===== config.mk =====
export PLATFORM = sky130hd
export DESIGN_NAME = vectored_interrupt_control
export DESIGN_NICKNAME = d
export VERILOG_FILES = /design/src/design/irq_ctrl_pkg.sv /design/src/design/vectored_interrupt_control.sv /design/src/design/pin_edge_sync.sv
export SDC_FILE = /design/constraint.sdc
export NUM_CORES = 1
export LEC_CHECK = 0
export ABC_AREA = 1
export BUFFER_PORTS_ARGS = -buffer_cell sky130_fd_sc_hd__buf_2
export CORE_MARGIN = 8
export CORE_UTILIZATION = 44
export DETAILED_ROUTE_END_ITERATION = 16
export PLACE_DENSITY = 0.76
export REMOVE_ABC_BUFFERS = 1
export SLEW_MARGIN = 5
export SYNTH_ARGS = -nofsm -noshare
export SYNTH_HDL_FRONTEND = slang
export SYNTH_SLANG_ARGS = --single-unit

===== constraint.sdc =====
create_clock -name clk_sys -period 1.3 [get_ports clk_sys]
set_input_delay 0.39 -clock clk_sys [delete_from_list [all_inputs] [get_ports clk_sys]]
set_output_delay 0.39 -clock clk_sys [all_outputs]
set_load 0.05 [all_outputs]

===== src/design/irq_ctrl_pkg.sv =====
// Constants, field layout and state encoding for the vectored interrupt control
package irq_ctrl_pkg;

  // ****************************************
  // Sources and control-bit layout
  // ****************************************
  localparam int          NUM_SRC    = 7;
  localparam int          SRC_EXT0   = 0;
  localparam int          SRC_EXT1   = 1;
  localparam int          SRC_TMRA   = 2;
  localparam int          SRC_ADC    = 5;
  localparam int          SRC_SERIAL = 6;
  localparam int          CTRL_BITS  = 16;
  localparam int          IE_POS     = 0;
  localparam int          FLAG_POS0  = 2;
  localparam int          MASK_POS0  = 3;
  localparam int          POS_STEP   = 2;
  localparam logic [15:0] CTRL_RESET = 16'hAAA8;

  // ****************************************
  // Vectors
  // ****************************************
  localparam int          PC_W      = 14;
  localparam logic [13:0] VEC_RESET = 14'h0000;
  localparam logic [13:0] VEC_FIRST = 14'h0002;
  localparam logic [13:0] VEC_STEP  = 14'h0002;

  // ****************************************
  // Bit operations from the core
  // ****************************************
  localparam logic [1:0] BITOP_SET   = 2'h0;
  localparam logic [1:0] BITOP_RESET = 2'h1;
  localparam logic [1:0] BITOP_TEST  = 2'h2;

  // ****************************************
  // Bus register map
  // ****************************************
  localparam logic [7:0] IDX_CTRL0    = 8'h00;
  localparam logic [7:0] IDX_CTRL3    = 8'h03;
  localparam logic [7:0] ADDR_EVSTAT  = 8'h10;
  localparam logic [7:0] ADDR_EVMASK  = 8'h14;
  localparam logic [7:0] ADDR_SEQSTAT = 8'h18;
  localparam int         EV_W         = 2;
  localparam int         EV_SEQ       = 0;
  localparam int         EV_RET       = 1;
  localparam logic [1:0] EVMASK_RESET = 2'h0;

  // ****************************************
  // Sequence states
  // ****************************************
  typedef enum logic [1:0] {
    SEQ_IDLE = 2'h0,
    SEQ_CYC1 = 2'h1,
    SEQ_CYC2 = 2'h3,
    SEQ_CYC3 = 2'h2
  } seq_state_e;

endpackage


===== src/design/vectored_interrupt_control.sv =====
// Vectored interrupt control: request flags, masks, priority and entry sequence
//
// Design decisions made here: the placing of the registers and the AHB-Lite slave port.
`timescale 1ns/100ps
module vectored_interrupt_control #(
  parameter int ADDR_W = 8
) (
  // Clock and reset
  input  wire logic              clk_sys,
  input  wire logic              srst,
  // AHB-Lite slave
  input  wire logic              hsel,
  input  wire logic [ADDR_W-1:0] haddr,
  input  wire logic [1:0]        htrans,
  input  wire logic              hwrite,
  input  wire logic [2:0]        hsize,
  input  wire logic [31:0]       hwdata,
  input  wire logic              hready,
  output logic                   hreadyout,
  output logic                   hresp,
  output logic      [31:0]       hrdata,
  // Interrupt sources
  input  wire logic              extIrqZeroN,
  input  wire logic              extIrqOneN,
  input  wire logic [2:0]        timerOverflow,
  input  wire logic              adcDone,
  input  wire logic              serialDone,
  input  wire logic              stopMode,
  input  wire logic              stopCancelInput,
  // Core bit operations on locations 0-3
  input  wire logic              bitOpValid,
  input  wire logic [1:0]        bitOpCode,
  input  wire logic [1:0]        bitOpAddr,
  input  wire logic [1:0]        bitOpBit,
  output logic                   bitTestValid,
  output logic                   bitTestResult,
  // Core sequencer
  input  wire logic              instrBoundary,
  input  wire logic              returnFromIrqInstr,
  output logic                   finishInstr,
  output logic                   pushStack,
  output logic                   loadVector,
  output logic      [13:0]       vectorAddr,
  output logic                   restoreFlags,
  output logic      [1:0]        seqCycle,
  // Summary interrupt
  output logic                   irqOut
);

  // ****************************************
  // Declarations
  // ****************************************
  localparam int NUM_SRC = irq_ctrl_pkg::NUM_SRC;

  logic [15:0]                 ctrl_q;
  logic [15:0]                 ctrl_d;
  logic [NUM_SRC-1:0]          hwSet;
  logic [NUM_SRC-1:0]          flags;
  logic [NUM_SRC-1:0]          masks;
  logic [NUM_SRC-1:0]          pending;
  logic [2:0]                  winner;
  logic                        anyPending;
  logic [1:0]                  extRise;
  logic [1:0]                  stopSync_q;
  logic                        stopLast_q;
  logic                        stopRise;
  irq_ctrl_pkg::seq_state_e    state_q;
  irq_ctrl_pkg::seq_state_e    state_d;
  logic [13:0]                 vector_q;
  logic                        loadVector_q;
  logic                        restoreFlags_q;
  logic                        bitTestValid_q;
  logic                        bitTestResult_q;
  logic [ADDR_W-1:0]           wrAddr_q;
  logic                        wrPend_q;
  logic [31:0]                 hrdata_q;
  logic [irq_ctrl_pkg::EV_W-1:0] evStat_q;
  logic [irq_ctrl_pkg::EV_W-1:0] evMask_q;
  logic [irq_ctrl_pkg::EV_W-1:0] events;
  logic                        addrPhase;
  logic                        rdStat;
  logic [3:0]                  nibbleOut;

  // ****************************************
  // Source events
  // ****************************************
  // Pins are active low; a rising level at the pin is the documented trigger
  pin_edge_sync #(.W(2)) u_pins (
    .clk_sys (clk_sys),
    .srst    (srst),
    .pinIn   ({extIrqOneN, extIrqZeroN}),
    .riseOut (extRise)
  );

  // Same-clock pulses need no synchroniser
  assign hwSet = {serialDone, adcDone, timerOverflow, extRise};

  // ****************************************
  // Flags, masks and priority
  // ****************************************
  genvar s;
  generate
    for (s = 0; s < NUM_SRC; s++)
    begin : g_src
      assign flags[s] = ctrl_q[irq_ctrl_pkg::FLAG_POS0 + irq_ctrl_pkg::POS_STEP * s];
      assign masks[s] = ctrl_q[irq_ctrl_pkg::MASK_POS0 + irq_ctrl_pkg::POS_STEP * s];
    end
  endgenerate

  assign pending    = flags & ~masks;
  assign anyPending = |pending;

  // Lowest index wins: external 0 first, serial last
  always_comb
  begin
    winner = 3'h0;
    for (int i = NUM_SRC - 1; i >= 0; i--)
    begin
      if (pending[i])
      begin
        winner = 3'(i);
      end
    end
  end

  // ****************************************
  // Control bit update
  // ****************************************
  always_comb
  begin
    ctrl_d = ctrl_q;
    // Bus write: enable and masks follow data, flags may only be cleared
    if (wrPend_q && (wrAddr_q[ADDR_W-1:2] <= ADDR_W'(irq_ctrl_pkg::IDX_CTRL3)))
    begin
      for (int b = 0; b < 4; b++)
      begin
        if ((b == 2) || ((b == 0) && (wrAddr_q[3:2] != 2'h0)))
        begin
          ctrl_d[{wrAddr_q[3:2], 2'(b)}] = ctrl_q[{wrAddr_q[3:2], 2'(b)}] & hwdata[b];
        end
        else if (b != 1 || wrAddr_q[3:2] != 2'h0)
        begin
          ctrl_d[{wrAddr_q[3:2], 2'(b)}] = hwdata[b];
        end
      end
    end
    // Core bit operations; a set aimed at a flag is dropped
    if (bitOpValid && (bitOpCode == irq_ctrl_pkg::BITOP_SET))
    begin
      if (bitOpBit[0] || ({bitOpAddr, bitOpBit} == 4'h0))
      begin
        ctrl_d[{bitOpAddr, bitOpBit}] = 1'b1;
      end
    end
    if (bitOpValid && (bitOpCode == irq_ctrl_pkg::BITOP_RESET))
    begin
      ctrl_d[{bitOpAddr, bitOpBit}] = 1'b0;
    end
    if (returnFromIrqInstr)
    begin
      ctrl_d[irq_ctrl_pkg::IE_POS] = 1'b1;
    end
    if (state_q == irq_ctrl_pkg::SEQ_CYC2)
    begin
      ctrl_d[irq_ctrl_pkg::IE_POS] = 1'b0;
    end
    ctrl_d[1] = 1'b0;
    // Hardware set wins over any clear in the same cycle
    for (int k = 0; k < NUM_SRC; k++)
    begin
      if (hwSet[k])
      begin
        ctrl_d[irq_ctrl_pkg::FLAG_POS0 + irq_ctrl_pkg::POS_STEP * k] = 1'b1;
      end
    end
  end

  always_ff @(posedge clk_sys)
  begin
    if (srst)
    begin
      ctrl_q <= irq_ctrl_pkg::CTRL_RESET;
    end
    else
    begin
      ctrl_q <= ctrl_d;
    end
  end

  // Bit test answer one cycle after the request
  always_ff @(posedge clk_sys)
  begin
    if (srst)
    begin
      bitTestValid_q  <= 1'b0;
      bitTestResult_q <= 1'b0;
    end
    else
    begin
      bitTestValid_q  <= bitOpValid && (bitOpCode == irq_ctrl_pkg::BITOP_TEST);
      bitTestResult_q <= ctrl_q[{bitOpAddr, bitOpBit}];
    end
  end

  // ****************************************
  // Entry sequence
  // ****************************************
  always_comb
  begin
    case (state_q)
      irq_ctrl_pkg::SEQ_IDLE:
      begin
        // Only at a boundary, and only one sequence in flight
        if (instrBoundary && anyPending && ctrl_q[irq_ctrl_pkg::IE_POS])
        begin
          state_d = irq_ctrl_pkg::SEQ_CYC1;
        end
        else
        begin
          state_d = irq_ctrl_pkg::SEQ_IDLE;
        end
      end
      irq_ctrl_pkg::SEQ_CYC1: state_d = irq_ctrl_pkg::SEQ_CYC2;
      irq_ctrl_pkg::SEQ_CYC2: state_d = irq_ctrl_pkg::SEQ_CYC3;
      irq_ctrl_pkg::SEQ_CYC3: state_d = irq_ctrl_pkg::SEQ_IDLE;
      default:                state_d = irq_ctrl_pkg::SEQ_IDLE;
    endcase
  end

  // Stop cancel: two-stage sync before the edge detect
  always_ff @(posedge clk_sys)
  begin
    if (srst)
    begin
      stopSync_q <= 2'h0;
      stopLast_q <= 1'b0;
    end
    else
    begin
      stopSync_q <= {stopSync_q[0], stopCancelInput};
      stopLast_q <= stopSync_q[1];
    end
  end
  assign stopRise = stopSync_q[1] & ~stopLast_q & stopMode;

  always_ff @(posedge clk_sys)
  begin
    if (srst)
    begin
      state_q        <= irq_ctrl_pkg::SEQ_IDLE;
      vector_q       <= irq_ctrl_pkg::VEC_RESET;
      loadVector_q   <= 1'b0;
      restoreFlags_q <= 1'b0;
    end
    else
    begin
      state_q        <= state_d;
      restoreFlags_q <= returnFromIrqInstr;
      loadVector_q   <= (state_d == irq_ctrl_pkg::SEQ_CYC3) || stopRise;
      // Winner frozen at acceptance so a later request cannot steer this entry
      if (state_q == irq_ctrl_pkg::SEQ_IDLE && state_d == irq_ctrl_pkg::SEQ_CYC1)
      begin
        vector_q <= irq_ctrl_pkg::VEC_FIRST + 14'(winner) * irq_ctrl_pkg::VEC_STEP;
      end
      else if (stopRise && state_q == irq_ctrl_pkg::SEQ_IDLE)
      begin
        vector_q <= irq_ctrl_pkg::VEC_RESET;
      end
    end
  end

  assign finishInstr  = (state_q == irq_ctrl_pkg::SEQ_CYC1);
  assign pushStack    = (state_q == irq_ctrl_pkg::SEQ_CYC2) ||
                        (state_q == irq_ctrl_pkg::SEQ_CYC3);
  assign loadVector   = loadVector_q;
  assign vectorAddr   = vector_q;
  assign restoreFlags = restoreFlags_q;
  assign seqCycle     = state_q;
  assign bitTestValid  = bitTestValid_q;
  assign bitTestResult = bitTestResult_q;

  // ****************************************
  // Event status, mask and summary output
  // ****************************************
  assign events[irq_ctrl_pkg::EV_SEQ] = (state_q == irq_ctrl_pkg::SEQ_CYC1);
  assign events[irq_ctrl_pkg::EV_RET] = returnFromIrqInstr;

  assign addrPhase = hsel && htrans[1] && hready;
  assign rdStat    = addrPhase && !hwrite && (haddr == ADDR_W'(irq_ctrl_pkg::ADDR_EVSTAT));

  always_ff @(posedge clk_sys)
  begin
    if (srst)
    begin
      evStat_q <= '0;
    end
    else
    begin
      // Read clears, a new event in the same cycle stays set
      evStat_q <= (rdStat ? '0 : evStat_q) | events;
    end
  end

  always_ff @(posedge clk_sys)
  begin
    if (srst)
    begin
      evMask_q <= irq_ctrl_pkg::EVMASK_RESET;
    end
    else if (wrPend_q && (wrAddr_q == ADDR_W'(irq_ctrl_pkg::ADDR_EVMASK)))
    begin
      evMask_q <= hwdata[irq_ctrl_pkg::EV_W-1:0];
    end
  end

  assign irqOut = |(evStat_q & evMask_q);

  // ****************************************
  // AHB-Lite slave, zero wait states
  // ****************************************
  assign nibbleOut = ctrl_q[{haddr[3:2], 2'h0} +: 4];

  always_ff @(posedge clk_sys)
  begin
    if (srst)
    begin
      wrPend_q <= 1'b0;
      wrAddr_q <= '0;
      hrdata_q <= 32'h0000_0000;
    end
    else
    begin
      wrPend_q <= addrPhase && hwrite;
      if (addrPhase)
      begin
        wrAddr_q <= haddr;
      end
      if (addrPhase && !hwrite)
      begin
        // Read data captured in the address phase; unmapped words read zero
        if (haddr[ADDR_W-1:2] <= ADDR_W'(irq_ctrl_pkg::IDX_CTRL3))
        begin
          hrdata_q <= {28'h0, nibbleOut};
        end
        else if (haddr == ADDR_W'(irq_ctrl_pkg::ADDR_EVSTAT))
        begin
          hrdata_q <= {30'h0, evStat_q};
        end
        else if (haddr == ADDR_W'(irq_ctrl_pkg::ADDR_EVMASK))
        begin
          hrdata_q <= {30'h0, evMask_q};
        end
        else if (haddr == ADDR_W'(irq_ctrl_pkg::ADDR_SEQSTAT))
        begin
          hrdata_q <= {4'h0, vector_q, 6'h0, anyPending, 1'b0, 2'(state_q), 4'h0};
        end
        else
        begin
          hrdata_q <= 32'h0000_0000;
        end
      end
    end
  end

  assign hreadyout = 1'b1;
  assign hresp     = 1'b0;
  assign hrdata    = hrdata_q;

endmodule


===== src/design/pin_edge_sync.sv =====
// Two-stage synchroniser with rising-edge detect for asynchronous pins
`timescale 1ns/100ps
module pin_edge_sync #(
  parameter int W = 2
) (
  // Clock and reset
  input  wire logic         clk_sys,
  input  wire logic         srst,
  // Pins and edges
  input  wire logic [W-1:0] pinIn,
  output logic      [W-1:0] riseOut
);

  logic [W-1:0] meta_q;
  logic [W-1:0] sync_q;
  logic [W-1:0] last_q;

  genvar i;
  generate
    for (i = 0; i < W; i++)
    begin : g_pin
      // Only the second stage and its delayed copy feed the edge detect
      always_ff @(posedge clk_sys)
      begin
        if (srst)
        begin
          // Pins idle high; resetting to that level avoids a false edge
          meta_q[i] <= 1'b1;
          sync_q[i] <= 1'b1;
          last_q[i] <= 1'b1;
        end
        else
        begin
          meta_q[i] <= pinIn[i];
          sync_q[i] <= meta_q[i];
          last_q[i] <= sync_q[i];
        end
      end
      assign riseOut[i] = sync_q[i] & ~last_q[i];
    end
  endgenerate

endmodule


==> results.cfg, run 1 <==
[synthesis]
yosysWarnings = 0
synthFlopType = dfxtp_1
synth_edf_count = 0
syn-instance-count = 490
syn_avg_cell_area_um2 = 6.64
async_flop_share_pct = 0
syn_area_um2 = 3250
ys_ff_latch = 58
synthDistinctLibCells = 35
seq_area_frac_synth_pct = 35.7

[final_layout]
multi_input_comb_area_um2 = 1880
final_cell_mix = 130 x nand2_1, 66 x buf_4, 47 x inv_1
layout.cells.non_filler = 718
diodes = 0
nFillCells = 652
final_area_um2 = 4610
final_util_pct = 64.0
area_growth_pct = 41.9
finalNetCount = 683
regArea_um2 = 1200
drive_above_1_share_pct = 38.4
final_common_cell = nand2_1

[setup_path]
slowest_delay_ns = 0.32
crit_fanout = 2
worstSetupEndpointType = output pin
crit_required_ns = 0.91
criticalPathCategory = flop to output pin
critical_path.slowest_cell = dfxtp_2
critical_path.startpoint_type = flop
cp.arrival_ns = 1.06
cp_cell_sequence = a22o_1 > buf_6

[grt]
grt_antenna_before_repair = 0
track_usage_pct = 20.0
grt_pass1_vias = 3433
grt_pass1_wl_mm = 16.1
grt_remaining_overflow = 0
grt_max_degree = 22

[clock_tree]
cts_tree = built
hold_buffers = 0
clk_latency_ns = 0.35
h-tree-depth = 3
cts_buffer_depth = 2
cts.clk_slew.worst_paths_ns = 0.07
cts_made_buffers = 9
cts-root-buf = clkbuf_8
numClockSinks = 58

[placed_design]
placed_area_um2 = 3950
pre_cts_slack_ns = -0.206
dpl.hpwl_mm = 7.67
dp_cells = 690
port_buffers = 59
gp_congestion = 0.916

[timing]
hold_viol_final = 0
fmax_mhz = 692
fin_ws_ns = -0.145
holdWs_ns = 0.228
rsz0062_at_grt = true
slew_viol_final = 0
final.setup.tns_ns = -0.410
period_minus_slack_ns = 1.45
skew_ns = 0.0124
post-route-period-util_pct = 111
setup_viol = 5

[flow_run]
maxCapViolations = 0

[detailed_routing]
drc = 0
drt-total-wl_mm = 10.5
drtIter0Drc = 268
route.detailed.wl_per_inst_um = 14.6
antenna_left = 0
vias = 3490
drt_pass1_iterations = 4
vias_per_cell = 4.86

[hold_path]
hold_class = primary input to flop

[die]
die_h_um = 102
initial_utilization_pct = 45.1
die_area_um2 = 10400
num_rows = 31
coreArea_um2 = 7210
io_pins = 125
die_x_um = 102

[power]
totalPowerFinal_mw = 4.21
p_per_area_nw_per_um2 = 913
peakVddDrop_v = 0.000605
leakage_nw = 2.22

[status]
failed_checks = negative setup slack
status = finished, violations left
==> worst max-delay path, delay by kind of cell (launching register included) <==
family          cells  cell delay [ns]
compound gates      1             0.24
buf+inv             1             0.15
flops               1             0.32
==> cell families after synthesis <==
family                     after synthesis  share of synthesized area (%)
and+or+nand+nor                        244                           33.9
buffers and inverters                  105                           16.3
AOI/OAI and AO/OA                       80                           13.5
DFF                                     58                           35.7
other                                    2                          0.231
adders and majority gates                1                          0.385
==> final cells by class <==
class	count	area share [%]
inverter	62	5.23
clock inverter	6	0.895
multi-input combinational	358	40.8
tap	99	2.68
clock buffer	10	2.98
timing repair buffer	125	21.4
sequential	58	26.0
==> layer usage <==
layer / up-vias / GRT usage, % / wire, um
li1: 1738 / - / -
met1: 1618 / 22.5 / 4460
met2: 110 / 34.7 / 5170
met3: 24 / 4.16 / 570
met4: 0 / 10.3 / 290
met5: - / 0 / 0
==> cell usage after synthesis (6+ instances only) <==
library cell	instances	area share, %
or2_2	6	1.2
nor2_4	6	2.1
buf_4	33	7.6
nand3_1	22	3.4
nor2_1	45	5.2
nand2_1	145	17
a21oi_1	47	7.2
o21ai_0	13	2.0
o211ai_1	6	1.4
inv_1	55	6.3
dfxtp_1	58	36
clkbuf_1	8	0.92
==> final timing paths <==
| check | start | to | slack [ns] | depth (start not counted) |
|---|---|---|---|---|
| max | evMask_q[0] | irqOut | -0.15 | 2 |
| min | extIrqZeroN | u_pins.meta_q[0] | 0.23 | 2 |
| min reg2reg | stopSync_q[0] | stopSync_q[1] | 0.41 | 2 |
| max reg2reg | ctrl_q[13] | vectorAddr[3] | -0.08 | 11 |
==> repair_timing <==
| item | CTS | global route |
|---|---|---|
| pin swaps | 7 | 35 |
| setup endpoints to repair | 30 | 37 |
| resized for setup | 60 | 75 |
| buffers inserted | 6 | 8 |
==> power breakdown <==
part / switching [mW] / leakage (nW) / internal, mW
Sequential: 0.0416 / 0.482 / 1.82
Clock: 0.807 / 0.0847 / 0.742
Combinational: 0.549 / 1.65 / 0.252
==> state kept, by name, summed over array words and instances (netlist names), 2 cells and up <==
signal         cells
stopSync_q         2
ctrl_q            15
vectorAddr         4
wrAddr_q           8
hrdata            11
evMask_q           2
u_pins.last_q      2
seqCycle           2
u_pins.meta_q      2
evStat_q           2
u_pins.sync_q      2
No activity file was read; power rests on OpenSTA's default activity.
==> run 2: changes to the inputs <==
--- a/config.mk
+++ b/config.mk
@@ -8,9 +8,9 @@
 export ABC_AREA = 1
 export BUFFER_PORTS_ARGS = -buffer_cell sky130_fd_sc_hd__buf_2
 export CORE_MARGIN = 8
-export CORE_UTILIZATION = 44
+export CORE_UTILIZATION = 40
 export DETAILED_ROUTE_END_ITERATION = 16
-export PLACE_DENSITY = 0.76
+export PLACE_DENSITY = 0.7
 export REMOVE_ABC_BUFFERS = 1
 export SLEW_MARGIN = 5
 export SYNTH_ARGS = -nofsm -noshare
==> run 2 against run 1 <==
Net effect: the flow still finishes with violations (negative setup slack); sequential cell count is the same; cell area fell by 0.76%; worst hold slack improved by 0.0021 ns; combinational power fell by 3.5%; routed wire length fell by 4.7%; sequential share of layout area shrank 0.13 points; register-to-register slack worse by 0.02 ns; clock power grew 21%; largest power group is now the clock network.
==> results.cfg, run 2 (same netlist as run 1, synthesis figures left out) <==
[status]
status = finished, violations left
failed_checks = negative setup slack

[setup_path]
crit_required_ns = 0.91
path_buf_inv = 1
slowest_delay_ns = 0.32
cp_cell_sequence = a22o_1 > buf_6
criticalPathCategory = flop to output pin
worstSetupEndpointType = output pin
cp_top_family = flip-flops
critical_path.slowest_cell = dfxtp_2
cp.arrival_ns = 1.05
crit_fanout = 2
critical_path.startpoint_type = flop

[timing]
hold_viol_final = 0
final.setup.tns_ns = -0.347
slew_viol_final = 0
period_minus_slack_ns = 1.44
holdWs_ns = 0.230
rsz0062_at_grt = true
post-route-period-util_pct = 111
fmax_mhz = 693
setup_viol = 6
fin_ws_ns = -0.143
skew_ns = 0.00609

[final_layout]
final_cell_mix = 136 x nand2_1, 68 x buf_4, 51 x inv_1
drive_above_1_share_pct = 34.0
area_growth_pct = 40.8
diodes = 0
regMostFlops = ctrl_q
finalNetCount = 686
layout.cells.non_filler = 726
final_area_um2 = 4580
final_common_cell = nand2_1
largest_reg_flops = 15

[clock_tree]
hold_buffers = 0
numClockSinks = 58
cts_buffer_depth = 2
cts_made_buffers = 9
cts.clk_slew.worst_paths_ns = 0.07
cts-root-buf = clkbuf_8
cts_tree = built
h-tree-depth = 3
clk_latency_ns = 0.34

[placed_design]
gp_congestion = 0.960
dp_cells = 700
dpl.hpwl_mm = 7.67
placed_area_um2 = 3990
port_buffers = 59

[power]
leakage_nw = 2.26
peakVddDrop_v = 0.000806
p_per_area_nw_per_um2 = 982

[grt]
track_usage_pct = 17.4
grt_remaining_overflow = 0
grt_pass1_vias = 3422
grt_max_degree = 32
grt_pass1_wl_mm = 15.8
grt_busiest_layer = met2
grt_antenna_before_repair = 0
met1_usage_pct = 20.2
globalRouteMet3Util_pct = 3.63
use_met2_pct = 30.4

[detailed_routing]
drt_pass1_iterations = 4
drt-total-wl_mm = 10.0
antenna_left = 0
route.detailed.wl_per_inst_um = 13.8
vias_per_cell = 4.76
drtIter0Drc = 194
vias = 3459
drc = 0

[die]
die_h_um = 106
die_x_um = 106
coreArea_um2 = 8050
die_area_um2 = 11300
io_pins = 125
num_rows = 33
initial_utilization_pct = 40.4

[flow_run]
maxCapViolations = 0

[hold_path]
hold_class = primary input to flop
## run 2: cell count changes in the layout (fill, tap and decap cells not counted), sizes merged
cell,previous run,this run
bufinv,0,2
buf,125,128
clkinvlp,3,0
## run 2: repair_timing
item / CTS / global route
setup buffers: 5 / 7
setup endpoints to repair: 30 / 35
cloned: 0 / 0
pin swaps: 6 / 24
gates resized for setup: 52 / 47
## run 2: final timing paths
| kind | depth (start not counted) | start | slack (ns) | endpoint |
|---|---|---|---|---|
| hold reg to reg | 1 | u_pins.meta_q[1] | 0.42 | u_pins.sync_q[1] |
| setup reg to reg | 12 | ctrl_q[11] | -0.10 | vectorAddr[3] |
| hold / removal | 2 | extIrqZeroN | 0.23 | u_pins.meta_q[0] |
| setup / recovery | 2 | evMask_q[0] | -0.14 | irqOut |
## run 2: worst register-to-register path: cells and delay by family (launching register included)
kind | cells | cell delay [ns]
AO/OA/AOI/OAI | 2 | 0.30
buffers and inverters | 4 | 0.22
flip-flops | 1 | 0.34
AND/OR/NAND/NOR | 5 | 0.32
adder cells (fa/ha/maj) | 1 | 0.16
## run 2: where the power goes
part / switching [mW] / internal (mW) / total, mW
sequential: 0.0343 / 1.82 / 1.86
combinational: 0.532 / 0.240 / 0.772
clock: 0.751 / 1.12 / 1.87
## run 2: area by class of cell
| cell class | count | area (um2) |
|---|---|---|
| Inverter | 62 | 243 |
| Multi-Input combinational cell | 358 | 1790 |
| Clock buffer | 10 | 138 |
| Tap cell | 105 | 131 |
| Timing Repair Buffer | 128 | 1010 |
| Sequential cell | 58 | 1180 |
| Clock inverter | 5 | 78.8 |
| Fill cell | 778 | 3470 |
## run 2: through the flow
step                util [%]  worst slack [ns]  power [mW]
floorplan                  -            -0.596        2.34
global placement        49.5            -0.168        2.62
detailed placement      49.5            -0.202        2.63
CTS                     54.5            -0.153        4.49
global route            56.9            -0.211        4.69
finish                  56.9            -0.143        4.50
## run 2: metal layers
layer	wire, um	up-vias
met1	4250	1587
met5	0	-
met3	579	16
met4	200	0
li1	-	1741
met2	4970	115
==> run 3: changes to the inputs <==
--- a/config.mk
+++ b/config.mk
@@ -7,10 +7,9 @@
 export LEC_CHECK = 0
 export ABC_AREA = 1
 export BUFFER_PORTS_ARGS = -buffer_cell sky130_fd_sc_hd__buf_2
-export CORE_MARGIN = 8
 export CORE_UTILIZATION = 40
 export DETAILED_ROUTE_END_ITERATION = 16
-export PLACE_DENSITY = 0.7
+export PLACE_DENSITY = 0.72
 export REMOVE_ABC_BUFFERS = 1
 export SLEW_MARGIN = 5
 export SYNTH_ARGS = -nofsm -noshare
==> run 3 against run 2 <==
Net effect: the flow still finishes with violations (negative setup slack); via count increased by 0.69%; critical path depth increased by 12; sequential share of layout area increased by 0.41 points; first-iteration DRC count decreased by 19%; non-clock buffer count increased by 3; die area decreased by 25%; core utilization increased by 1.3 points; cell area decreased by 0.85%; global-route usage increased by 6.6 points; maximum frequency decreased by 1.7%; power decreased by 8.7%; largest power group is now registers.
==> results.cfg, run 3 (same netlist as run 1, synthesis figures left out) <==
[final_layout]
layout.cells.non_filler = 727
final_common_cell = nand2_1
final_area_um2 = 4540
regArea_um2 = 1190
final_util_pct = 58.2
largest_reg_flops = 15
area_growth_pct = 39.6
regMostFlops = ctrl_q
diodes = 0
finalNetCount = 689
nFillCells = 735
multi_input_comb_area_um2 = 1810
final_cell_mix = 133 x nand2_1, 75 x buf_4, 46 x inv_1
drive_above_1_share_pct = 36.2

[grt]
grt_pass1_wl_mm = 15.7
grt_pass1_vias = 3348
use_met2_pct = 41.1
globalRouteMet3Util_pct = 5.31
track_usage_pct = 24.0
grt_max_degree = 14
grt_busiest_layer = met2
grt_remaining_overflow = 0
grt_antenna_before_repair = 0
met1_usage_pct = 29.4

[clock_tree]
cts.clk_slew.worst_paths_ns = 0.07
cts_tree = built
cts-root-buf = clkbuf_8
cts_buffer_depth = 2
cts_made_buffers = 9
clk_latency_ns = 0.34
numClockSinks = 58
h-tree-depth = 3
hold_buffers = 0

[die]
die_h_um = 92.2
die_area_um2 = 8490
initial_utilization_pct = 41.7
num_rows = 32
die_x_um = 92.2
io_pins = 125
coreArea_um2 = 7810

[placed_design]
placed_area_um2 = 3960
dp_cells = 696
pre_cts_slack_ns = -0.223
gp_congestion = 0.942
port_buffers = 59
dpl.hpwl_mm = 7.07

[timing]
fin_ws_ns = -0.168
rsz0062_at_grt = true
hold_viol_final = 0
post-route-period-util_pct = 113
setup_viol = 4
holdWs_ns = 0.243
fmax_mhz = 681
period_minus_slack_ns = 1.47
slew_viol_final = 0
skew_ns = 0.00933
final.setup.tns_ns = -0.410

[setup_path]
critical_path.startpoint_type = flop
r2r_end = vectorAddr[3]
worstSetupEndpointType = flop
setup.worst_path.start = ctrl_q[11]
reg2reg_slack_ns = -0.17
crit_fanout = 3
worstSetupEndpoint = vectorAddr[3]
criticalPathCategory = flop to flop
crit_required_ns = 1.56
rr_startpoint = ctrl_q[11]
ff2ff_path_depth = 14
cp.arrival_ns = 1.73

[detailed_routing]
vias_per_cell = 4.79
vias = 3483
drt-total-wl_mm = 9.83
drc = 0
route.detailed.wl_per_inst_um = 13.5
antenna_left = 0
drtIter0Drc = 158
drt_pass1_iterations = 4

[power]
p_per_area_nw_per_um2 = 904
peakVddDrop_v = 0.000790
totalPowerFinal_mw = 4.11
leakage_nw = 2.23

[hold_path]
hold_class = primary input to flop
min_path_cells = 2

[status]
failed_checks = negative setup slack
status = finished, violations left

[flow_run]
maxCapViolations = 0
==> run 3: repair_timing <==
action                     CTS  global route
setup buffers               13             3
setup endpoints to repair   36            39
resized for setup           53            54
pin swaps                    5            19
==> run 3: cell type report <==
type,count,share of cell area [%]
flip-flops and latches,58,26.3
well taps,102,2.81
clock buffers,11,3.11
repair buffers,131,22.0
inverters,62,5.29
multi-input cells,358,39.8
clock inverters,5,0.661
==> run 3: worst min-delay path by stage <==
stage	start	end	slack [ns]
after CTS	extIrqZeroN	u_pins.meta_q[0]	0.23
after floorplan	stopSync_q[0]	stopSync_q[1]	0.39
after global routing	extIrqOneN	u_pins.meta_q[1]	0.24
after global placement	stopSync_q[0]	stopSync_q[1]	0.39
final	extIrqZeroN	u_pins.meta_q[0]	0.24
after detailed placement	stopSync_q[0]	stopSync_q[1]	0.39
==> run 3: report_power, final <==
part           leakage, nW  internal, mW  switching, mW
clock network       0.0851         0.733          0.745
registers            0.478          1.82         0.0384
logic                 1.66         0.236          0.531
total                 2.23          2.79           1.32
==> run 3: critical path: stages (launching register included) <==
cell	delay, ns
dfxtp_2	0.33
inv_2	0.07
nand2_4	0.06
nand3_2	0.05
nand2_1	0.05
nand2_1	0.07
nand2_1	0.05
nand2_1	0.09
inv_2	0.05
ha_4	0.16
nand3_1	0.08
nand2_1	0.06
inv_1	0.06
nand2_1	0.05
a21oi_1	0.16
==> run 3: metal layers <==
metal	wire [um]	up-vias	share of wire, %
met5	0	-	0
met1	4330	1599	44
li1	-	1749	-
met4	190	0	1.9
met3	500	13	5.1
met2	4820	122	49
